[src/rtl/lcd_port_pkg.sv]
// Constants for the host register port of the LCD controller unit.
// Assumes byte-wide I/O cycles already decoded to a 16-bit I/O address.
package lcd_port_pkg;
  localparam int ADDR_W = 16;
  localparam logic [15:0] ADDR_INDEX = 16'h03D4;
  localparam logic [15:0] ADDR_DATA = 16'h03D5;
  localparam logic [15:0] ADDR_MODE_A = 16'h03D8;
  localparam logic [15:0] ADDR_MODE_B = 16'h03DE;
  localparam int VIDEO_ENABLE_POS = 3;
  localparam int PAGE_SELECT_POS = 3;
  localparam int LINE400_POS = 0;
  localparam logic [7:0] MODE_A_RESET = 8'h00;
  localparam logic [7:0] MODE_B_RESET = 8'h00;
  localparam logic [7:0] INDEX_RESET = 8'h00;
  localparam logic [7:0] INDEXED_RESET = 8'h00;
  localparam logic [7:0] IDX_START_HI = 8'h0C;
  localparam logic [7:0] IDX_START_LO = 8'h0D;
  localparam logic [7:0] IDX_TIMING_FIRST = 8'hC6;
  localparam logic [7:0] IDX_TIMING_LAST = 8'hCC;
  localparam logic [19:0] PAGE0_BASE = 20'hB8000;
  localparam logic [19:0] PAGE1_BASE = 20'hBC000;
endpackage : lcd_port_pkg

[src/rtl/lcd_host_register_port.sv]
// Host-facing register port: index/data pair and two mode-select registers.
// Assumes single-cycle byte I/O strobes on clk_sys from same-domain bus logic.
// Operation
// Index pointer at 3D4H, full byte read/write
// Port 3D5H accesses selected indexed register
// Video enable resets zero, software sets it
// Page select defaults zero, picks buffer page
// Page select matters only in 200-line mode
// Bit 0 selects 200 or 400 lines
// Software writes zeros to reserved bits
// Other registers only via index/data pair
// Index pointer holds across data accesses
`timescale 1ns/10ps
module lcd_host_register_port (
  input wire logic clk_sys,
  input wire logic srst,
  input wire logic io_wr,
  input wire logic io_rd,
  input wire logic [15:0] io_addr,
  input wire logic [7:0] io_wdata,
  output logic [7:0] io_rdata,
  output logic io_hit,
  output logic video_enable_bit,
  output logic display_page_select,
  output logic line400_select,
  output logic [19:0] display_page_base,
  output logic [14:0] display_start
);
  logic [7:0] index_address_field;
  logic [7:0] mode_a;
  logic [7:0] mode_b;
  logic [7:0] index_data_field;
  logic [7:0] next_rdata;

  // Full-width compare: the four ports must not alias on the upper address lines
  function automatic logic addr_is(
    input logic [lcd_port_pkg::ADDR_W-1:0] addr,
    input logic [lcd_port_pkg::ADDR_W-1:0] target
  );
    return addr == target;
  endfunction : addr_is

  wire sel_index = addr_is(io_addr, lcd_port_pkg::ADDR_INDEX);
  wire sel_data = addr_is(io_addr, lcd_port_pkg::ADDR_DATA);
  wire sel_mode_a = addr_is(io_addr, lcd_port_pkg::ADDR_MODE_A);
  wire sel_mode_b = addr_is(io_addr, lcd_port_pkg::ADDR_MODE_B);
  wire any_sel = sel_index | sel_data | sel_mode_a | sel_mode_b;
  wire data_wr = io_wr & sel_data;

  lcd_indexed_regs #(.DEPTH(256)) u_idx (
    .clk_sys(clk_sys),
    .srst(srst),
    .wr_en(data_wr),
    .index_address_field(index_address_field),
    .wr_data(io_wdata),
    .rd_data(index_data_field),
    .display_start(display_start)
  );

  // Reserved bits are stored as written; software keeps them zero
  always_ff @(posedge clk_sys) begin
    if (srst) begin
      index_address_field <= lcd_port_pkg::INDEX_RESET;
      mode_a <= lcd_port_pkg::MODE_A_RESET;
      mode_b <= lcd_port_pkg::MODE_B_RESET;
      io_rdata <= 8'h00;
    end else begin
      if (io_wr && sel_index) index_address_field <= io_wdata;
      if (io_wr && sel_mode_a) mode_a <= io_wdata;
      if (io_wr && sel_mode_b) mode_b <= io_wdata;
      if (io_rd) io_rdata <= next_rdata;
    end
  end

  // Unmapped addresses read as zero and do not claim the cycle
  always_comb begin
    if (sel_index) next_rdata = index_address_field;
    else if (sel_data) next_rdata = index_data_field;
    else if (sel_mode_a) next_rdata = mode_a;
    else if (sel_mode_b) next_rdata = mode_b;
    else next_rdata = 8'h00;
  end

  assign io_hit = (io_rd | io_wr) & any_sel;
  assign video_enable_bit = mode_a[lcd_port_pkg::VIDEO_ENABLE_POS];
  assign line400_select = mode_b[lcd_port_pkg::LINE400_POS];
  assign display_page_select = mode_b[lcd_port_pkg::PAGE_SELECT_POS];
  // In 400-line mode the whole buffer is used, so page 0 base is fixed
  assign display_page_base = (!line400_select && display_page_select) ?
      lcd_port_pkg::PAGE1_BASE : lcd_port_pkg::PAGE0_BASE;

  // Readback is checked through stored state, so any spacing of host cycles is covered
  property p_index_rw;
    @(posedge clk_sys) disable iff (srst)
      io_rd && sel_index |=> io_rdata == $past(index_address_field);
  endproperty
  a_index_rw: assert property (p_index_rw) else $error("index readback wrong");

  property p_index_take;
    @(posedge clk_sys) disable iff (srst)
      io_wr && sel_index |=> index_address_field == $past(io_wdata);
  endproperty
  a_index_take: assert property (p_index_take) else $error("index write lost");

  property p_index_hold;
    @(posedge clk_sys) disable iff (srst)
      !(io_wr && sel_index) |=> index_address_field == $past(index_address_field);
  endproperty
  a_index_hold: assert property (p_index_hold) else $error("index changed");

  property p_data_rw;
    @(posedge clk_sys) disable iff (srst)
      io_rd && sel_data |=> io_rdata == $past(index_data_field);
  endproperty
  a_data_rw: assert property (p_data_rw) else $error("indexed data wrong");

  property p_data_take;
    @(posedge clk_sys) disable iff (srst)
      io_wr && sel_data |=> index_data_field == $past(io_wdata);
  endproperty
  a_data_take: assert property (p_data_take) else $error("indexed write lost");

  property p_video_enable_bit_reset;
    @(posedge clk_sys) $fell(srst) |-> !video_enable_bit;
  endproperty
  a_video_enable_bit_reset: assert property (p_video_enable_bit_reset) else $error("video on after reset");

  property p_video_enable_bit_write;
    @(posedge clk_sys) disable iff (srst)
      io_wr && sel_mode_a |=>
        video_enable_bit == $past(io_wdata[lcd_port_pkg::VIDEO_ENABLE_POS]);
  endproperty
  a_video_enable_bit_write: assert property (p_video_enable_bit_write) else $error("video bit not taken");

  property p_page;
    @(posedge clk_sys) disable iff (srst)
      io_wr && sel_mode_b && io_wdata[lcd_port_pkg::PAGE_SELECT_POS] &&
        !io_wdata[lcd_port_pkg::LINE400_POS] |=>
        display_page_base == lcd_port_pkg::PAGE1_BASE;
  endproperty
  a_page: assert property (p_page) else $error("page 1 not shown");

  property p_page_ignored;
    @(posedge clk_sys) disable iff (srst)
      line400_select |-> display_page_base == lcd_port_pkg::PAGE0_BASE;
  endproperty
  a_page_ignored: assert property (p_page_ignored) else $error("page used in 400");

  property p_line400;
    @(posedge clk_sys) disable iff (srst)
      io_wr && sel_mode_b |=> line400_select == $past(io_wdata[lcd_port_pkg::LINE400_POS]);
  endproperty
  a_line400: assert property (p_line400) else $error("line mode not taken");

  property p_mode_isolated;
    @(posedge clk_sys) disable iff (srst)
      io_wr && sel_data |=> $stable(mode_a) && $stable(mode_b);
  endproperty
  a_mode_isolated: assert property (p_mode_isolated) else $error("data hit mode reg");

  property p_page_select_take;
    @(posedge clk_sys) disable iff (srst)
      io_wr && sel_mode_b |=>
        display_page_select == $past(io_wdata[lcd_port_pkg::PAGE_SELECT_POS]);
  endproperty
  a_page_select_take: assert property (p_page_select_take) else $error("page bit lost");

  property p_page0;
    @(posedge clk_sys) disable iff (srst)
      io_wr && sel_mode_b && !io_wdata[lcd_port_pkg::PAGE_SELECT_POS] |=>
        display_page_base == lcd_port_pkg::PAGE0_BASE;
  endproperty
  a_page0: assert property (p_page0) else $error("page 0 not shown");

  property p_mode_a_rd;
    @(posedge clk_sys) disable iff (srst)
      io_rd && sel_mode_a |=> io_rdata == $past(mode_a);
  endproperty
  a_mode_a_rd: assert property (p_mode_a_rd) else $error("mode A readback wrong");

  property p_mode_b_rd;
    @(posedge clk_sys) disable iff (srst)
      io_rd && sel_mode_b |=> io_rdata == $past(mode_b);
  endproperty
  a_mode_b_rd: assert property (p_mode_b_rd) else $error("mode B readback wrong");

  // Read data must stand until the host reads again
  property p_rdata_hold;
    @(posedge clk_sys) disable iff (srst)
      !io_rd |=> $stable(io_rdata);
  endproperty
  a_rdata_hold: assert property (p_rdata_hold) else $error("read data moved");

  // Unmapped cycles are refused outright: nothing stored, zero returned
  property p_unmapped_read;
    @(posedge clk_sys) disable iff (srst)
      io_rd && !any_sel |=> io_rdata == '0;
  endproperty
  a_unmapped_read: assert property (p_unmapped_read) else $error("unmapped read data");

  property p_unmapped_write;
    @(posedge clk_sys) disable iff (srst)
      io_wr && !any_sel |=>
        $stable(mode_a) && $stable(mode_b) && $stable(index_address_field);
  endproperty
  a_unmapped_write: assert property (p_unmapped_write) else $error("unmapped write");

  property p_start_isolated;
    @(posedge clk_sys) disable iff (srst)
      io_wr && !sel_data |=> $stable(display_start);
  endproperty
  a_start_isolated: assert property (p_start_isolated) else $error("start moved");

  // Reset values are checked at the first edge after release
  property p_mode_b_reset;
    @(posedge clk_sys) $fell(srst) |->
      !display_page_select && !line400_select &&
      display_page_base == lcd_port_pkg::PAGE0_BASE;
  endproperty
  a_mode_b_reset: assert property (p_mode_b_reset) else $error("mode B not reset");

  property p_index_reset;
    @(posedge clk_sys) $fell(srst) |-> index_address_field == lcd_port_pkg::INDEX_RESET;
  endproperty
  a_index_reset: assert property (p_index_reset) else $error("index not reset");

  c_video_enable_bit_on: cover property (@(posedge clk_sys) $rose(video_enable_bit));
  c_line400: cover property (@(posedge clk_sys) $rose(line400_select));
  c_page1: cover property (@(posedge clk_sys) display_page_base == lcd_port_pkg::PAGE1_BASE);
  c_idx_rd: cover property (@(posedge clk_sys) io_rd && sel_data);
  c_unmapped: cover property (@(posedge clk_sys) io_rd && !any_sel);
endmodule : lcd_host_register_port

[src/rtl/lcd_indexed_regs.sv]
// Indexed register space reached through the index/data port pair.
// Assumes the parent supplies a decoded write strobe and the current index.
`timescale 1ns/10ps
module lcd_indexed_regs #(
  parameter int DEPTH = 256
) (
  input wire logic clk_sys,
  input wire logic srst,
  input wire logic wr_en,
  input wire logic [7:0] index_address_field,
  input wire logic [7:0] wr_data,
  output logic [7:0] rd_data,
  output logic [14:0] display_start
);
  // An 8-bit index reaches exactly 256 words; any other depth leaves holes
  if (DEPTH != 256) begin : g_depth_check
    $error("lcd_indexed_regs: DEPTH must be 256");
  end
  logic [7:0] regs [0:DEPTH-1];
  // Whole array clears on reset so unread indexes never return unknowns
  always_ff @(posedge clk_sys) begin
    if (srst) begin
      for (int i = 0; i < DEPTH; i++) regs[i] <= lcd_port_pkg::INDEXED_RESET;
    end else if (wr_en) begin
      regs[index_address_field] <= wr_data;
    end
  end
  assign rd_data = regs[index_address_field];
  assign display_start = {regs[lcd_port_pkg::IDX_START_HI][6:0],
                          regs[lcd_port_pkg::IDX_START_LO]};
endmodule : lcd_indexed_regs

[config.mk]
export PLATFORM = sky130hd
export DESIGN_NAME = lcd_host_register_port
export DESIGN_NICKNAME = d
export VERILOG_FILES = /design/src/rtl/lcd_port_pkg.sv /design/src/rtl/lcd_host_register_port.sv /design/src/rtl/lcd_indexed_regs.sv
export SDC_FILE = /design/constraint.sdc
export NUM_CORES = 2
export LEC_CHECK = 0
export BUFFER_PORTS_ARGS = -buffer_cell sky130_fd_sc_hd__clkbuf_2
export CORE_UTILIZATION = 25
export DETAILED_ROUTE_END_ITERATION = 10
export PLACE_DENSITY = 0.38
export SYNTH_ARGS = -nofsm -noshare
export SYNTH_HDL_FRONTEND = slang
export SYNTH_SLANG_ARGS = --single-unit
[constraint.sdc]
create_clock -name clk_sys -period 5.2 [get_ports clk_sys]
set_clock_uncertainty 0.05 [all_clocks]
set_input_delay 0.78 -clock clk_sys [delete_from_list [all_inputs] [get_ports clk_sys]]
set_output_delay 0.78 -clock clk_sys [all_outputs]
set_load 0.03 [all_outputs]
==> summary.md <==
| Metric | Value |
|---|---|
| Status | `complete, but fails checks` |
| Failing checks | `capacitance limit, slew limit` |
| CP required | `between 5000 and 6000 ps` |
| FFs w/ async S/R, synth | `0%` |
| Startpoint types | `flop` |
| Comb pwr share | `3.2%` |
| Worst Path Arrival | `5360 ps` |
| Post-synth EDFFs | `2048` |
| Overall power | `37.4 mW` |
| Top FF cell, synth | `edfxtp_1` |
| Fin crit share | `89.0%` |
| Initial Utilization | `25.2%` |
| Pwr Density | `353 nW/µm²` |
| Clock Sinks | `2088` |
| Total negative slack | `0 ps` |
| Max-Cap Viols | `3` |
| Area growth, synth to finish | `14.8%` |
| Fin crit period | `4630 ps` |
| Worst-path clk slew | `70 ps` |
| Synth top area cells | `edfxtp_1, mux4_2, nor2_1` |
| Root Buffer | `clkbuf_16` |
| Final hold vios | `0` |
| Clk pwr share | `44.9%` |
| Grt total ovfl | `0` |
| Htree depth | `4` |
| Syn avg cell area | `13.7 µm²` |
| Total CTS buffers | `around 240` |
| Worst Tran Pin Value | `1600 ps` |
| Max FO, Critical Path | `40` |
| Critical Path Sink Type | `flop` |
| GP Congestion | `0.941` |
| Full die area | `372000 µm²` |
| Worst Setup EP | `io_rdata[6]$_SDFFE_PP0P_` |
| Antenna Nets Post-Route | `0` |
| Yosys warnings | `0` |
| Share of layout cells above drive strength 1 | `18.0%` |
| Sequential Area | `62300 µm²` |
| Input/output buffers | `55` |
| Slew Limit Fails | `10` |
| FF-to-FF setup slack | `between 500 and 600 ps` |
| Ports | `75` |
| Die Y | `610 µm` |
| Final WL | `between 400 and 500 mm` |
| Mapped cell area | `92300 µm²` |
| WL per Instance | `35.0 µm` |
| Pre-antenna DRT Iters | `6` |
| Vias in the first global route | `58.9k` |
| Min-delay worst type | `in2reg` |
| Net Sw Power | `around 8.4 mW` |
| Worst Hold Path Cells | `3` |
| Post-CTS Setup Bufs | `0` |
| Clock Path Buffers | `4` |
| RSZ-0062 raised after global routing | `no` |
| Switching share of power | `22.3%` |
| Critical path class | `reg2reg` |
| Flops & latches, synth | `~2.1k` |
| Max-slew headroom | `-7.55%` |
| Largest net degree at the start of global routing | `129` |
| Final setup fails | `0` |
| Worst r2r dst | `io_rdata[6]$_SDFFE_PP0P_` |
| Post-cts sizing count | `0` |
| Max VDD drop | `0.268 mV` |
| Cell Count, Final, Fillers Out | `11.7k` |
| Die width | `610 µm` |
| Filler cells | `37.0k` |
| Worst Reg-to-Reg Cells | `7` |
| Leak | `32.6 nW` |
| Reg power frac | `52.0%` |
| Via Count | `59.9k` |
| DR iter-0 viols | `roughly 7k` |
| Core Area | `367000 µm²` |
| Via density | `5.12` |
| Area of the multi-input gates | `roughly 27000 µm²` |
| CTS tree | `built` |
| FMAX | `approximately 0.22 GHz` |
| Yosys top cell area share | `66.6%` |
| Cell row count | `222` |
| DP HPWL | `258 mm` |
| Post-synthesis sequential area ratio | `67.5%` |
| Internal power | `~29 mW` |
| Gr usage total | `21.4%` |
| Worst-Skew Late Latency | `930 ps` |
| First-pass GRT wire length | `around 540 mm` |
| Post-synthesis cell count | `6716` |
| Initial antenna violation count | `32` |
| Synth unique cells | `64` |
| Drc violations | `0` |
| CTS Hold Bufs | `0` |
| Area leader, netlist | `edfxtp_1` |
| Post-layout nets | `~6.7k` |
| Inst Count DP | `11.2k` |
layout by cell type, fill, tap and decap left out, types with 41 or more instances in the layout:
cell,instances
mux2i_1,307
clkbuf_1,59
buf_4,278
nor2_1,2091
a21o_1,257
clkinv_1,56
a211oi_1,41
clkbuf_16,246
mux4_2,378
nand2_1,181
nand2_2,69
a21oi_1,52
clkbuf_2,54
a22oi_1,43
o21ai_0,63
o22ai_1,103
edfxtp_1,2048
clkinv_2,50
worst max-delay path: stages (launching register included):
cell	delay [ps]
dfxtp_4	1140
buf_12	400
mux4_2	560
a211oi_2	1040
nor3_1	170
o22ai_1	650
a211o_1	260
o31ai_1	110
Yosys cell counts (5+ instances only):
| master | count |
|---|---|
| a2111oi_0 | 25 |
| a211oi_1 | 42 |
| a21o_1 | 257 |
| a21oi_1 | 52 |
| a221oi_1 | 39 |
| a22o_1 | 5 |
| a22oi_1 | 43 |
| a31oi_1 | 21 |
| and3_1 | 6 |
| buf_1 | 17 |
| buf_2 | 157 |
| buf_4 | 83 |
| buf_6 | 44 |
| clkbuf_1 | 387 |
| dfxtp_1 | 40 |
| edfxtp_1 | 2048 |
| mux2_2 | 19 |
| mux2i_1 | 307 |
| mux4_2 | 378 |
| nand2_1 | 261 |
| nand2b_1 | 11 |
| nand3_1 | 41 |
| nand3b_1 | 7 |
| nor2_1 | 2108 |
| nor2_2 | 6 |
| nor2b_1 | 8 |
| nor3_1 | 44 |
| nor4_1 | 8 |
| o211ai_1 | 7 |
| o21ai_0 | 65 |
| o21bai_1 | 8 |
| o22ai_1 | 103 |
| o31ai_1 | 8 |
| or3b_2 | 5 |
through the flow:
| step | instance area, µm² | hold slack (ps) | utilization (%) | setup slack, ps |
|---|---|---|---|---|
| 2_1_floorplan | 92400 | 382 | - | 2100 |
| 3_3_place_gp | 98400 | 388 | 26.8 | 348 |
| 3_5_place_dp | 98500 | 396 | 26.9 | 685 |
| 4_1_cts | 106000 | 256 | 28.9 | 811 |
| 5_1_grt | 106000 | 300 | 28.9 | 696 |
| 6_report | 106000 | 344 | 28.9 | 571 |
sequential cells by signal (all words and copies together) (netlist names), named ones only:
signal and cells:
mode_b 8, io_rdata 8, u_idx.regs 2048, mode_a 8
index_address_field 8
power groups by stage:
stage	sequential, mW	combinational [mW]	clock, mW
4_1_cts	19.4	1.20	17.0
6_report	19.4	1.18	16.8
3_5_place_dp	19.8	1.20	0
3_3_place_gp	19.8	1.20	0
2_1_floorplan	19.7	0.674	0
5_1_grt	19.5	1.23	17.6
metal layers:
layer | share of wire [%] | GRT usage, % | wire length, µm
met1 | 41 | 28.0 | 169000
met4 | 4.0 | 7.56 | 16300
met2 | 48 | 35.5 | 196000
met5 | 0.0076 | 0.387 | 31
met3 | 6.8 | 3.82 | 27700
area by class of cell:
class	instances	area share, %
inverters	3	0.0130
well taps	4816	5.68
clock inverters	139	1.08
clock buffers	306	6.03
flip-flops and latches	2088	58.8
diodes	20	0.0472
repair buffers	362	2.78
multi-input cells	3954	25.6
kinds of logic after synthesis:
| kind of cell | after synthesis | share of synthesized area, % |
|---|---|---|
| other | 2 | 0.00813 |
| multiplexers | 704 | 12.8 |
| buffers and inverters | 691 | 3.72 |
| AND/OR/NAND/NOR | 2534 | 10.7 |
| flip-flops | 2088 | 67.5 |
| AO/OA/AOI/OAI | 697 | 5.30 |
worst min path at each step:
stage	start	endpoint	slack (ps)
after floorplan	mode_b[1]$_SDFFE_PP0P_	mode_b[1]$_SDFFE_PP0P_	380
after global placement	mode_b[5]$_SDFFE_PP0P_	mode_b[5]$_SDFFE_PP0P_	390
after detailed placement	mode_b[6]$_SDFFE_PP0P_	mode_b[6]$_SDFFE_PP0P_	400
after CTS	io_wdata[1]	mode_a[1]$_SDFFE_PP0P_	260
after global routing	srst	mode_b[0]$_SDFFE_PP0P_	300
final	io_wdata[1]	mode_a[1]$_SDFFE_PP0P_	340
No activity file was read; power rests on OpenSTA's default activity.
